## config.mk

```make
export PLATFORM = sky130hd
export DESIGN_NAME = ulst_trap_config
export DESIGN_NICKNAME = d
export VERILOG_FILES = /design/src/rtl/ulst_trap_config.v
export VERILOG_INCLUDE_DIRS = /design/src /design/src/rtl
export SDC_FILE = /design/constraint.sdc
export NUM_CORES = 1
export LEC_CHECK = 0
export BUFFER_PORTS_ARGS = -buffer_cell sky130_fd_sc_hd__buf_2
export CAP_MARGIN = 20
export CORE_ASPECT_RATIO = 1.25
export CORE_MARGIN = 4
export CORE_UTILIZATION = 40
export CTS_CLUSTER_DIAMETER = 60
export DETAILED_ROUTE_END_ITERATION = 10
export PLACE_DENSITY = 0.72
export SLEW_MARGIN = 15
export SYNTH_ARGS = -nofsm -noshare
export SYNTH_HDL_FRONTEND = slang
export SYNTH_SLANG_ARGS = --single-unit
```

## constraint.sdc

```tcl
create_clock -name i_clk -period 5.19 [get_ports i_clk]
set_input_delay 1.038 -clock i_clk [delete_from_list [all_inputs] [get_ports i_clk]]
set_output_delay 1.038 -clock i_clk [all_outputs]
set_load 0.05 [all_outputs]
```

## src/rtl/ulst_defines.vh

```
`ifndef ULST_DEFINES_VH
`define ULST_DEFINES_VH

// Configuration dword addresses
`define ULST_LEGACY_DW      8'hc0
`define ULST_RESUME_DW      8'hc4
`define ULST_POLICY_DW      8'hc8
// Byte offsets of the narrow registers
`define ULST_RESUME_OFS     8'hc4
`define ULST_POLICY_OFS     8'hc8
`define ULST_CONFIG_ONE_OFS 8'hca
`define ULST_LANE_CFG1      2'h2

// Legacy trap control fields
`define ULST_LEG_RESET      16'h2000
`define ULST_LEG_WMASK      16'h20bf
`define ULST_LEG_W1C        16'h8f00
`define ULST_LEG_WMASK_LO   8'hbf
`define ULST_B_RSVD         14
`define ULST_F_TRAP_STS     11:8
`define ULST_F_TRAP_EN      3:0
`define ULST_F_LOW_BYTE     7:0
`define ULST_F_CFG1_LANE    23:16
`define ULST_F_WAKE_EN      1:0
`define ULST_B_END_STS      15
`define ULST_B_PCI_IRQ_EN   13
`define ULST_B_USB_STS      12
`define ULST_B_CMDW_STS     11
`define ULST_B_CMDR_STS     10
`define ULST_B_DATW_STS     9
`define ULST_B_DATR_STS     8
`define ULST_B_END_EN       7
`define ULST_B_IN_PROG      6
`define ULST_B_PASS_EN      5
`define ULST_B_USB_EN       4

// Other registers
`define ULST_RESUME_RESET   8'h00
`define ULST_RESUME_WMASK   8'h03
`define ULST_POLICY_RESET   8'h00
`define ULST_POLICY_WMASK   8'h07
`define ULST_B_ALIGN_EN     2
`define ULST_B_HALT_MODE    1
`define ULST_B_STATIC_BM    0
`define ULST_CFG1_RESET     8'h00
`define ULST_CFG1_WMASK     8'h01
`define ULST_B_ARB_DIS      0

// Gate pass-through command bytes
`define ULST_GATE_CMD       8'hd1
`define ULST_GATE_END       8'hff
`define ULST_B_GATE_DATA    1

// Pass-through states
`define ULST_PS_IDLE        2'h0
`define ULST_PS_DATA        2'h1
`define ULST_PS_END         2'h2

`endif

```

## src/rtl/ulst_trap_config.v

```verilog
// Summary of operation
// [RULE1] Enable bit 13 gates controller PCI interrupt
// [RULE2] Bit 12 shows raw controller interrupt, read-only
// [RULE3] Port 64h write sets bit 11
// [RULE4] Port 64h read sets bit 10
// [RULE5] Port 60h write sets bit 9
// [RULE6] Port 60h read sets bit 8
// [RULE7] Write one clears status, all functions
// [RULE8] Bit 7 raises SMI after pass-through ends
// [RULE9] Bit 6 shows mid-sequence; disable clears it
// [RULE10] Gate sequence writes pass without status
// [RULE11] Bit 4 turns USB interrupt into SMI
// [RULE12] Enables 3..0 gate status 11..8 onto SMI
// [RULE13] Wake enables select monitored ports
// [RULE14] Alignment holds first frame for heartbeat
// [RULE15] Halted read value set by mode bit
// [RULE16] Policy 0: bus master from accesses
// [RULE17] Policy 1: bus master while not halted
// [RULE18] Arbitration disable orders DMA before target
// [RULE19] Enables ORed, status shared across functions
// [RULE20] Bit 15 set at pass-through end
// [RULE21] Reserved bits ignore writes, read zero
`timescale 1ns/1ps
`default_nettype none
`include "ulst_defines.vh"

module ulst_trap_config (
    input  wire        i_clk,
    input  wire        i_reset,
    // Configuration cycle port, dword addressed
    input  wire        i_cfg_wr,
    input  wire        i_cfg_rd,
    input  wire [7:0]  i_cfg_addr,
    input  wire [3:0]  i_cfg_be,
    input  wire [31:0] i_cfg_wdata,
    output reg  [31:0] o_cfg_rdata,
    output reg         o_cfg_rvalid,
    // Keyboard controller port cycles
    input  wire        i_kbc_access,
    input  wire        i_kbc_write,
    input  wire        i_kbc_cmd_port,
    input  wire [7:0]  i_kbc_wdata,
    output reg         o_address_line_gate,
    // Sharing with sibling functions
    input  wire [4:0]  i_peer_enable,
    input  wire [4:0]  i_peer_status_clear,
    output reg  [4:0]  o_local_enable,
    output reg  [4:0]  o_status_clear,
    // Controller interrupt and SMI
    input  wire        i_usb_irq,
    output reg         o_pci_irq,
    output reg         o_system_mgmt_interrupt,
    // Wake monitoring
    input  wire [1:0]  i_port_wake_event,
    output reg         o_wake_event,
    // Frame alignment and halted reporting
    input  wire        i_run,
    input  wire        i_heartbeat,
    input  wire        i_halted_raw,
    output reg         o_frame_start_enable,
    output reg         o_controller_halted,
    // Bus master status and arbitration
    input  wire        i_mem_access_active,
    input  wire        i_dma_read_pending,
    output reg         o_busmaster_status,
    output reg         o_target_completion_hold
);

    reg [15:0] legacy;
    reg [7:0]  usb_resume_port_enable;
    reg [7:0]  core_well_policy;
    reg [7:0]  host_config_one;
    reg [1:0]  pass_state;
    reg [1:0]  next_pass_state;
    reg        run_q;
    reg        align_wait;

    // Shared status bits in order: 15, 11, 10, 9, 8
    wire [4:0] sts_now = {legacy[`ULST_B_END_STS], legacy[`ULST_F_TRAP_STS]};
    // Local enables in order: 7, 3, 2, 1, 0
    wire [4:0] en_local = {legacy[`ULST_B_END_EN], legacy[`ULST_F_TRAP_EN]};
    wire [4:0] en_eff = en_local | i_peer_enable; // RULE19
    // Pass-through enable is local only, unlike the trap enables
    wire pass_en_eff = legacy[`ULST_B_PASS_EN];
    wire trap_smi = |(sts_now & en_eff); // RULE8 RULE12
    wire usb_smi = legacy[`ULST_B_USB_STS] & legacy[`ULST_B_USB_EN]; // RULE11
    reg  next_align_wait;

    wire dw_leg = i_cfg_wr && (i_cfg_addr == `ULST_LEGACY_DW);
    wire dw_res = i_cfg_wr && (i_cfg_addr == `ULST_RESUME_DW);
    wire dw_pol = i_cfg_wr && (i_cfg_addr == `ULST_POLICY_DW);

    function [15:0] be_mask16;
        input [1:0] be;
        begin
            be_mask16 = {{8{be[1]}}, {8{be[0]}}};
        end
    endfunction

    function [7:0] merge8;
        input [7:0] old;
        input [7:0] wd;
        input [7:0] wmask;
        input       en;
        begin
            merge8 = en ? ((old & ~wmask) | (wd & wmask)) : old;
        end
    endfunction

    wire [15:0] leg_bm = be_mask16(i_cfg_be[1:0]);
    wire [15:0] leg_w1c = dw_leg ? (i_cfg_wdata[15:0] & leg_bm & `ULST_LEG_W1C) : 16'h0000;
    wire [4:0]  clr_local = {leg_w1c[`ULST_B_END_STS], leg_w1c[`ULST_F_TRAP_STS]};
    wire [4:0]  clr_all = clr_local | i_peer_status_clear; // RULE7

    // Gate pass-through sequence: 64h<-D1, 60h<-data, 64h<-FF
    reg seq_write;
    reg seq_end;
    always @* begin
        next_pass_state = pass_state;
        seq_write = 1'b0;
        seq_end = 1'b0;
        if (!pass_en_eff) begin
            next_pass_state = `ULST_PS_IDLE; // RULE9
        end else if (i_kbc_access && i_kbc_write) begin
            case (pass_state)
                `ULST_PS_IDLE: begin
                    if (i_kbc_cmd_port && i_kbc_wdata == `ULST_GATE_CMD) begin
                        next_pass_state = `ULST_PS_DATA; // RULE10
                        seq_write = 1'b1;
                    end
                end
                `ULST_PS_DATA: begin
                    if (!i_kbc_cmd_port) begin
                        next_pass_state = `ULST_PS_END; // RULE10
                        seq_write = 1'b1;
                    end else begin
                        next_pass_state = `ULST_PS_IDLE;
                    end
                end
                `ULST_PS_END: begin
                    next_pass_state = `ULST_PS_IDLE;
                    if (i_kbc_cmd_port && i_kbc_wdata == `ULST_GATE_END) begin
                        seq_write = 1'b1; // RULE10
                        seq_end = 1'b1;
                    end
                end
                default: begin
                    next_pass_state = `ULST_PS_IDLE;
                end
            endcase
        end else if (i_kbc_access && pass_state != `ULST_PS_IDLE) begin
            // A stray read breaks the sequence and is trapped normally
            next_pass_state = `ULST_PS_IDLE;
        end
    end

    // Trap events in order: end, 64h write, 64h read, 60h write, 60h read
    wire [4:0] set_ev;
    assign set_ev[4] = seq_end; // RULE20
    assign set_ev[3] = i_kbc_access & i_kbc_write & i_kbc_cmd_port & ~seq_write; // RULE3
    assign set_ev[2] = i_kbc_access & ~i_kbc_write & i_kbc_cmd_port; // RULE4
    assign set_ev[1] = i_kbc_access & i_kbc_write & ~i_kbc_cmd_port & ~seq_write; // RULE5
    assign set_ev[0] = i_kbc_access & ~i_kbc_write & ~i_kbc_cmd_port; // RULE6

    // Set wins over a clear in the same cycle
    wire [4:0] next_sts = set_ev | (sts_now & ~clr_all);

    // Legacy trap control register
    always @(posedge i_clk or posedge i_reset) begin
        if (i_reset) begin
            legacy <= `ULST_LEG_RESET; // RULE1
        end else begin
            if (dw_leg) begin
                legacy[`ULST_F_LOW_BYTE] <= merge8(legacy[`ULST_F_LOW_BYTE],
                                                   i_cfg_wdata[`ULST_F_LOW_BYTE],
                                                   `ULST_LEG_WMASK_LO, i_cfg_be[0]); // RULE21
                legacy[`ULST_B_PCI_IRQ_EN] <= i_cfg_be[1] ?
                    i_cfg_wdata[`ULST_B_PCI_IRQ_EN] : legacy[`ULST_B_PCI_IRQ_EN];
            end
            legacy[`ULST_B_IN_PROG] <= (next_pass_state != `ULST_PS_IDLE); // RULE9
            legacy[`ULST_B_USB_STS] <= i_usb_irq; // RULE2
            legacy[`ULST_B_END_STS] <= next_sts[4];
            legacy[`ULST_F_TRAP_STS] <= next_sts[3:0];
            legacy[`ULST_B_RSVD] <= 1'b0;
        end
    end

    // Sequence state and the clear pulse handed to siblings
    always @(posedge i_clk or posedge i_reset) begin
        if (i_reset) begin
            pass_state <= `ULST_PS_IDLE;
            o_status_clear <= 5'h00;
        end else begin
            pass_state <= next_pass_state;
            o_status_clear <= clr_local; // RULE7
        end
    end

    // Narrow registers; reserved bits masked off
    always @(posedge i_clk or posedge i_reset) begin
        if (i_reset) begin
            usb_resume_port_enable <= `ULST_RESUME_RESET;
            core_well_policy <= `ULST_POLICY_RESET;
            host_config_one <= `ULST_CFG1_RESET;
        end else begin
            usb_resume_port_enable <= merge8(usb_resume_port_enable,
                                             i_cfg_wdata[`ULST_F_LOW_BYTE],
                                             `ULST_RESUME_WMASK, dw_res & i_cfg_be[0]); // RULE21
            core_well_policy <= merge8(core_well_policy,
                                       i_cfg_wdata[`ULST_F_LOW_BYTE],
                                       `ULST_POLICY_WMASK, dw_pol & i_cfg_be[0]);
            host_config_one <= merge8(host_config_one,
                                      i_cfg_wdata[`ULST_F_CFG1_LANE],
                                      `ULST_CFG1_WMASK, dw_pol & i_cfg_be[`ULST_LANE_CFG1]);
        end
    end

    // Outputs use the next wait value, so the first
    // run cycle cannot leak a frame start
    always @* begin
        next_align_wait = align_wait;
        if (!i_run || i_heartbeat) begin
            next_align_wait = 1'b0;
        end else if (!run_q && core_well_policy[`ULST_B_ALIGN_EN]) begin
            next_align_wait = 1'b1; // RULE14
        end
    end

    always @(posedge i_clk or posedge i_reset) begin
        if (i_reset) begin
            run_q <= 1'b0;
            align_wait <= 1'b0;
        end else begin
            run_q <= i_run;
            align_wait <= next_align_wait;
        end
    end

    // Read strobe echoed one cycle later with its data
    always @(posedge i_clk or posedge i_reset) begin
        if (i_reset) begin
            o_cfg_rvalid <= 1'b0;
        end else begin
            o_cfg_rvalid <= i_cfg_rd;
        end
    end

    always @(posedge i_clk or posedge i_reset) begin
        if (i_reset) begin
            o_cfg_rdata <= 32'h00000000;
        end else if (i_cfg_rd) begin
            case (i_cfg_addr)
                `ULST_LEGACY_DW: o_cfg_rdata <= {16'h0000, legacy};
                `ULST_RESUME_DW: o_cfg_rdata <= {24'h000000, usb_resume_port_enable};
                `ULST_POLICY_DW: o_cfg_rdata <= {8'h00, host_config_one,
                                                 8'h00, core_well_policy};
                default:         o_cfg_rdata <= 32'h00000000; // RULE21
            endcase
        end
    end

    // Gate level follows only an accepted data byte
    always @(posedge i_clk or posedge i_reset) begin
        if (i_reset) begin
            o_address_line_gate <= 1'b0;
        end else if (seq_write && pass_state == `ULST_PS_DATA) begin
            o_address_line_gate <= i_kbc_wdata[`ULST_B_GATE_DATA]; // RULE10
        end
    end

    // Same bit order as the peer input, so siblings can OR
    always @(posedge i_clk or posedge i_reset) begin
        if (i_reset) begin
            o_local_enable <= 5'h00;
        end else begin
            o_local_enable <= en_local; // RULE19
        end
    end

    // Controller interrupt
    always @(posedge i_clk or posedge i_reset) begin
        if (i_reset) begin
            o_pci_irq <= 1'b0;
        end else begin
            o_pci_irq <= i_usb_irq & legacy[`ULST_B_PCI_IRQ_EN]; // RULE1
        end
    end

    // System management interrupt
    always @(posedge i_clk or posedge i_reset) begin
        if (i_reset) begin
            o_system_mgmt_interrupt <= 1'b0;
        end else begin
            o_system_mgmt_interrupt <= trap_smi | usb_smi; // RULE8 RULE11 RULE12
        end
    end

    // Wake monitoring
    always @(posedge i_clk or posedge i_reset) begin
        if (i_reset) begin
            o_wake_event <= 1'b0;
        end else begin
            o_wake_event <= |(i_port_wake_event & usb_resume_port_enable[`ULST_F_WAKE_EN]); // RULE13
        end
    end

    // Frame start
    always @(posedge i_clk or posedge i_reset) begin
        if (i_reset) begin
            o_frame_start_enable <= 1'b0;
        end else begin
            o_frame_start_enable <= i_run & ~next_align_wait; // RULE14
        end
    end

    // Halted value seen by software
    always @(posedge i_clk or posedge i_reset) begin
        if (i_reset) begin
            o_controller_halted <= 1'b1;
        end else if (next_align_wait) begin
            o_controller_halted <= ~core_well_policy[`ULST_B_HALT_MODE]; // RULE15
        end else begin
            o_controller_halted <= i_halted_raw;
        end
    end

    // Bus master status policy
    always @(posedge i_clk or posedge i_reset) begin
        if (i_reset) begin
            o_busmaster_status <= 1'b0;
        end else if (core_well_policy[`ULST_B_STATIC_BM]) begin
            o_busmaster_status <= ~i_halted_raw; // RULE17
        end else begin
            o_busmaster_status <= i_mem_access_active; // RULE16
        end
    end

    // Arbitration hold
    always @(posedge i_clk or posedge i_reset) begin
        if (i_reset) begin
            o_target_completion_hold <= 1'b0;
        end else begin
            o_target_completion_hold <= host_config_one[`ULST_B_ARB_DIS] & i_dma_read_pending; // RULE18
        end
    end

endmodule // ulst_trap_config
`default_nettype wire

```

==> Word level (Yosys, flattened, before mapping) <==
Cells that the tools add are included.
{ "totals": {"latch_bits": 0, "inputBits": 77, "output_inout_bits": 51, "word_cells": 102, "mem_bits_rw": 0, "reg_bits": 94, "mem_bits_ro": 0, "mem_count": 0} }
{ "classes": {"muxes": 21, "shift": 0, "n_addsub": 0, "div": 0, "eq_ne": 7, "n_reduce_logical": 19, "multipliers": 0, "n_bitwise": 34, "order_cmp": 0} }
{ "op_table": {"columns": ["op", "count"], "rows": [
  ["24-bit one-hot mux with 3 select lines", 1],
  ["8-bit equality test (second input constant)", 5],
  ["16-bit bitwise AND", 1],
  ["16-bit two-way mux", 1],
  ["1-bit bitwise AND", 15],
  ["5-bit OR", 3],
  ["1-bit two-way mux", 12],
  ["5-bit bitwise AND", 2],
  ["2-bit two-way mux", 5],
  ["1-bit logical AND", 9],
  ["7-bit by 8-bit OR with 8-bit output", 1],
  ["8-bit by 1-bit OR with 8-bit output", 1],
  ["8-bit by 2-bit OR with 8-bit output", 1],
  ["8-bit by 3-bit OR with 8-bit output", 1],
  ["1-bit inverter", 6],
  ["5-bit inverter", 1],
  ["5-bit OR reduction", 1],
  ["2-bit one-hot mux with 2 select lines", 1],
  ["2-bit AND reduction", 2],
  ["2-bit nonzero test", 2],
  ["1-bit one-hot mux with 3 select lines", 1],
  ["2-bit bitwise AND", 1],
  ["2-bit by 1-bit equality test with 1-bit output (second input constant)", 1],
  ["2-bit equality test (second input constant)", 1],
  ["5 further kinds", 6]
]} }

==> Depth between registers and ports, before layout <==
Gate-level depths: netlist of run 1.
{ "depth": {"word_depth": 9, "depth_mapped": 5, "mapped_depth_nobuf": 4} }

==> Worst setup path before layout of run 1 <==
Ideal clock, no wire load.
{ "synth_timing": {"kind": "input to register", "start": "input i_cfg_addr[4]", "end": "register core_well_policy[0]", "slack_ns": 3.059, "setup_ns": 0.125, "required_ns": 5.065, "cell_stages": 4, "arrival_time_ns": 2.006, "n_path_buf": 0, "path_cell_list": "and4bb_2 -> nand3_2 -> nor2_1 -> mux2_2"} }
{ "synth_between": {"elab_chain_cells": 3} }
{ "synth_lines": {"columns": ["item", "line", "rtl"], "rows": [
  ["start: declaration", "ulst_trap_config.v:33", "input wire [7:0] i_cfg_addr,"],
  ["8-bit equality test", null, null],
  ["1-bit logical AND", "ulst_trap_config.v:91", "wire dw_pol = i_cfg_wr && (i_cfg_addr == `ULST_POLICY_DW);"],
  ["1-bit bitwise AND", "ulst_trap_config.v:211", "`ULST_POLICY_WMASK, dw_pol & i_cfg_be[0]);"],
  ["end signal: assignment", "ulst_trap_config.v:203", "core_well_policy <= `ULST_POLICY_RESET;"],
  ["end signal: assignment", "ulst_trap_config.v:209", "core_well_policy <= merge8(core_well_policy,"],
  ["end: declaration", "ulst_trap_config.v:71", "reg [7:0] core_well_policy;"]
]} }
Every way passes these cells.
A chain may end at the register's enable or synchronous reset.

==> impl_metrics.json, run 1 <==
{
  "synthMuxAreaShare_pct": 8.76,
  "leakagePower_nw": 1.75,
  "status": "finished, final reports clean",
  "core_sq_um": 6170,
  "slew_headroom_pct": 43.5,
  "syn_inst": 200,
  "cts_tree": "done",
  "track_usage_pct": 15.9,
  "cp-end-kind": "flop",
  "cp_max_fo": 17,
  "ctsHtreeMaxLevel": 3,
  "n_fill_cell": 564,
  "worstPathRequired_ns": 5.45,
  "cp-start-kind": "primary input",
  "cp.arrival_ns": 2.72,
  "final_cell_mix": "buf_2 (99), dfrtp_1 (59), mux2_2 (16), clkbuf_8 (14), a22o_1 (13)",
  "ys_ff_latch": 61,
  "nets": 377,
  "met2_usage_pct": 26.5,
  "vias": 1878,
  "cts.sinks": 61,
  "hold_viol_final": 0,
  "cts_resized": 0,
  "tns_ns": 0,
  "overflow": 0,
  "final-seq-area_sq_um": 1530,
  "synth.distinct_cells": 39,
  "grt_max_degree": 62,
  "multiInputGateArea_sq_um": 863,
  "cap_violations": 0,
  "crit_type": "in2reg",
  "async_reset_ff_share_pct": 100,
  "clk_pin_slew_ns": 0.06,
  "rsz0062_at_grt": "false",
  "slew_viol_final": 0,
  "n_antenna_cell": 0,
  "synth-edff-count": 0,
  "use_met1_pct": 18.2,
  "hold_class": "reg2reg",
  "grt_first_pass_wirelength_um": 9240,
  "setup_viol": 0,
  "grt_antenna_before_repair": 0,
  "gp_congestion": 0.783,
  "wire_per_inst_um": 14.9,
  "met3_usage_pct": 4.00,
  "drive_gt1_share_pct": 45.2,
  "postCtsSetupRepairBufs": 0,
  "pre_cts_ws_ns": 2.34,
  "fp.dieArea_sq_um": 7670,
  "grt_pass1_vias": 1955,
  "syn_to_final_growth_pct": 28.0,
  "die_y_um": 96.9,
  "synth_flop_cell": "dfrtp_1",
  "worst_slack_ns": 2.73,
  "hold_buffers": 0,
  "yosys.area_share.simple_pct": 13.5,
  "initial_core_util_pct": 41.0,
  "ant_nets": 0,
  "fmax_mhz": 407,
  "place_hpwl_um": 4450,
  "tightest_slew_ns": 0.843,
  "yosysSeqAreaShare_pct": 60.5,
  "io_buffer_count": 99,
  "skew_ns": 0.00535,
  "ir_drop_uv": 116,
  "cts_inserted_buffers": 9,
  "synth_xor_area_share_pct": 0,
  "die_x_um": 79.1,
  "period_share_pct": 47.4,
  "layout_commonest_cell": "buf_2",
  "avgSynthCellArea_sq_um": 12.6,
  "ctsRootBufferMaster": "clkbuf_8",
  "via_per_inst": 4.82,
  "synth_top_family_by_area": "simple AND/OR/NAND/NOR gates",
  "synth_fa_ha_area_share_pct": 0,
  "synth_compound_area_share_pct": 10.6,
  "netlist_area_sq_um": 2530,
  "first_pass_iters": 4,
  "clock_latency_ns": 0.33,
  "post-route-drc-count": 0,
  "yosys_warnings": 0,
  "min_period_ns": 2.46,
  "powerDensity_nw_per_um2": 307,
  "drtIter0Drc": 58,
  "fp-row-count": 32,
  "ioPinCount": 128,
  "busiest_layer": "met2",
  "cts_buffer_depth": 2,
  "wl_um": 5820
}
-- synth_stat cells, types with 2 or more instances --
| cell | n | area, sq um |
|---|---|---|
| nand4_1 | 3 | 18.8 |
| mux2i_1 | 3 | 30.0 |
| o32ai_1 | 3 | 26.3 |
| nand2_1 | 9 | 33.8 |
| clkbuf_1 | 2 | 7.51 |
| nand2b_1 | 4 | 25.0 |
| dfrtp_1 | 59 | 1480 |
| nand3_1 | 5 | 25.0 |
| a22o_1 | 13 | 114 |
| dfstp_2 | 2 | 52.6 |
| nor2b_1 | 3 | 18.8 |
| and3_1 | 6 | 37.5 |
| inv_1 | 8 | 30.0 |
| nor3b_1 | 2 | 15.0 |
| nor2_1 | 9 | 33.8 |
| mux2_2 | 16 | 180 |
| and2_1 | 4 | 25.0 |
| o21ai_0 | 8 | 40.0 |
| buf_4 | 16 | 120 |
| a21oi_1 | 3 | 15.0 |
| o2bb2ai_1 | 4 | 35.0 |
-- power breakdown --
| group | internal (W) | switching, W |
|---|---|---|
| registers | 0.000487 | 0.00000636 |
| logic | 0.0000288 | 0.0000623 |
| clock network | 0.000239 | 0.000169 |
| total | 0.000755 | 0.000238 |
-- area by class of cell --
cell class              count  share of cell area (%)
clock buffers              16                    6.19
inverters                   9                    1.04
multi-input cells         119                    26.7
flip-flops and latches     61                    47.3
well taps                  85                    3.29
repair buffers            100                    15.5
-- per-layer routing --
| metal | routed length, um | vias up |
|---|---|---|
| li1 | - | 889 |
| met1 | 2330 | 914 |
| met2 | 2970 | 63 |
| met3 | 359 | 12 |
| met4 | 155 | 0 |
| met5 | 0 | - |
-- metrics by stage --
| step | instance area, sq um | hold WS [ns] | power [W] | utilization, % | std cells |
|---|---|---|---|---|---|
| global route | 3240 | 0.449 | 0.00103 | 52.5 | 390 |
| detailed placement | 3040 | 0.411 | 0.000594 | 49.2 | 374 |
| CTS | 3240 | 0.426 | 0.00100 | 52.5 | 390 |
| global placement | 3040 | 0.404 | 0.000591 | 49.2 | 374 |
| floorplan | 2560 | 0.380 | 0.000561 | - | 208 |
| finish | 3240 | 0.431 | 0.000992 | 52.5 | 390 |
-- critical path: stages --
cell and delay (ns):
buf_2 0.14, clkinv_1 0.45, nor3_2 0.86, a22o_1 0.23
-- state kept, by name, indices dropped and copies added (netlist names) --
name                      cells
align_wait                    1
core_well_policy              3
host_config_one               1
legacy                       15
o_address_line_gate           1
o_busmaster_status            1
o_cfg_rdata                  17
o_cfg_rvalid                  1
o_controller_halted           1
o_frame_start_enable          1
o_local_enable                5
o_pci_irq                     1
o_status_clear                5
o_system_mgmt_interrupt       1
o_target_completion_hold      1
o_wake_event                  1
pass_state                    2
run_q                         1
usb_resume_port_enable        2
-- path summary, 6_finish.rpt --
check | to | cells after the start | slack, ns | start
max reg2reg | legacy[11]$_DFF_PP0_ | 4 | 3.70 | pass_state[1]$_DFF_PP0_
min reg2reg | o_local_enable[1]$_DFF_PP0_ | 0 | 0.43 | legacy[1]$_DFFE_PP0P_
max | o_cfg_rdata[15]$_DFFE_PP0P_ | 4 | 2.73 | i_cfg_rd
max in group asynchronous | o_cfg_rdata[0]$_DFFE_PP0P_ | 3 | 3.78 | i_reset
min | o_local_enable[1]$_DFF_PP0_ | 0 | 0.43 | legacy[1]$_DFFE_PP0P_
min in group asynchronous | o_pci_irq$_DFF_PP0_ | 3 | 0.91 | i_reset
-- kinds of logic after synthesis --
kind of cell           Yosys count
AOI/OAI and AO/OA               35
other                            1
DFF                             61
and+or+nand+nor                 55
buffers and inverters           28
muxes                           20
No activity file was read; power rests on OpenSTA's default activity.
==> run 2: changes to the inputs <==
==> constraint.sdc (replaced) <==
create_clock -name i_clk -period 2.5 [get_ports i_clk]
set_input_delay 0.5 -clock i_clk [delete_from_list [all_inputs] [get_ports i_clk]]
set_output_delay 0.5 -clock i_clk [all_outputs]
set_load 0.05 [all_outputs]
==> impl_metrics.json, run 2 (synthesis results as in run 1) <==
{
  "grt_first_pass_wirelength_um": 9250,
  "worstPathRequired_ns": 2.00,
  "cp_max_fo": 1,
  "post-route-drc-count": 0,
  "period_share_pct": 64.3,
  "setup_viol": 0,
  "hold_class": "in2async",
  "cts_inserted_buffers": 9,
  "dpl.cell_count": 376,
  "overflow": 0,
  "via_per_inst": 4.88,
  "hold_viol_final": 0,
  "first_pass_iters": 5,
  "final-instance-count-excl-fill": 392,
  "ioPinCount": 128,
  "leakagePower_nw": 1.78,
  "die_x_um": 79.1,
  "reg.largest.list": "o_cfg_rdata: 17 flops, legacy: 15 flops",
  "cp-start-kind": "flop",
  "nets": 379,
  "gp_congestion": 0.793,
  "wl_um": 5850,
  "initial_core_util_pct": 41.0,
  "track_usage_pct": 15.8,
  "slew_headroom_pct": 56.5,
  "ctsRootBufferMaster": "clkbuf_8",
  "cp.arrival_ns": 1.11,
  "cts_resized": 0,
  "largest_register_ff_count": 17,
  "grt_max_degree": 32,
  "clk_pin_slew_ns": 0.06,
  "clock_latency_ns": 0.34,
  "p_total_w": 0.00220,
  "syn_to_final_growth_pct": 30.0,
  "io_buffer_count": 99,
  "status": "finished, final reports clean",
  "layout_commonest_cell": "buf_2",
  "drive_gt1_share_pct": 45.9,
  "wire_per_inst_um": 14.9,
  "core_sq_um": 6170,
  "hold_buffers": 0,
  "cp_slowest_cell": "dfstp_2",
  "n_antenna_cell": 0,
  "path_buf_inv": 1,
  "skew_ns": 0.00746,
  "final_cell_mix": "buf_2 (99), dfrtp_1 (59), mux2_2 (16), a22o_1 (13), clkbuf_8 (11)",
  "cts_tree": "done",
  "cts_buffer_depth": 2,
  "fp-row-count": 32,
  "postCtsSetupRepairBufs": 0,
  "grt_pass1_vias": 1950,
  "ir_drop_uv": 298,
  "drtIter0Drc": 69,
  "cap_violations": 0,
  "fp.dieArea_sq_um": 7670,
  "ant_nets": 0,
  "fmax_mhz": 622,
  "crit_chain": "buf_2",
  "vias": 1911,
  "cts.sinks": 61,
  "tns_ns": 0,
  "powerDensity_nw_per_um2": 668,
  "place_hpwl_um": 4500,
  "cp-end-kind": "output pin",
  "slew_viol_final": 0,
  "tightest_slew_ns": 0.652,
  "grt_antenna_before_repair": 0,
  "largest_register": "o_cfg_rdata",
  "rsz0062_at_grt": "false",
  "crit_type": "reg2out",
  "die_y_um": 96.9,
  "min_period_ns": 1.61,
  "ctsHtreeMaxLevel": 3,
  "critPathTopFamily": "flip-flops",
  "slowest_delay_ns": 0.52
}
==> run 2: cell types whose count changed in the layout (fill, tap and decap cells not counted), sizes merged <==
cell / before / now
clkbuf: 16 / 12
clkinv: 1 / 3
buf: 100 / 102
bufinv: 0 / 2
==> run 2: power breakdown <==
| group | internal (W) | switching, W | total [W] | leakage (nW) |
|---|---|---|---|---|
| Clock | 0.000612 | 0.000371 | 0.000983 | 0.116 |
| Sequential | 0.00101 | 0.0000128 | 0.00102 | 0.826 |
| Combinational | 0.0000629 | 0.000129 | 0.000192 | 0.840 |
==> run 2: final cells by class <==
cell class	count	area (sq um)
fill	568	2880
sequential	61	1530
multi-input combinational	119	863
timing repair buffer	102	531
clock buffer	12	155
tap	85	106
clock inverter	4	70.1
inverter	9	33.8
==> run 2: worst paths after layout <==
check | from | end | slack (ns) | cells after the start
setup / recovery | o_controller_halted$_DFF_PP1_ | o_controller_halted | 0.89 | 1
hold / removal | i_reset | o_pci_irq$_DFF_PP0_ | 0.24 | 2
setup reg to reg | pass_state[1]$_DFF_PP0_ | legacy[11]$_DFF_PP0_ | 1.03 | 4
hold reg to reg | legacy[7]$_DFFE_PP0P_ | o_local_enable[4]$_DFF_PP0_ | 0.42 | 0
max in group asynchronous | i_reset | legacy[13]$_DFFE_PP1P_ | 1.59 | 3
min in group i_clk | i_usb_irq | legacy[12]$_DFF_PP0_ | 0.28 | 1
==> run 2: metrics by stage <==
stage	hold slack, ns	setup WS, ns	instance area [sq um]	utilization [%]
after global placement	0.404	0.666	3060	49.7
after detailed placement	0.410	0.651	3060	49.7
final	0.245	0.892	3290	53.3
after floorplan	0.380	0.490	2560	-
after global routing	0.279	0.865	3290	53.3
after CTS	0.266	0.875	3290	53.3
==> run 2: worst register-to-register path, stage by stage, from the launching register on <==
cell and delay, ns:
dfrtp_1 0.41, or4_1 0.52, nor2_1 0.13, o2111a_1 0.22
o32ai_1 0.07
==> run 2: metal layers <==
metal  wire length, um  vias up  part of all wire [%]  track usage [%]
li1                  -      896                     -                -
met1              2300      951                    39             18.8
met2              3090       58                    53             26.5
met3               376        6                   6.4             3.17
met4                87        0                   1.5             8.73
met5                 0        -                     0                0
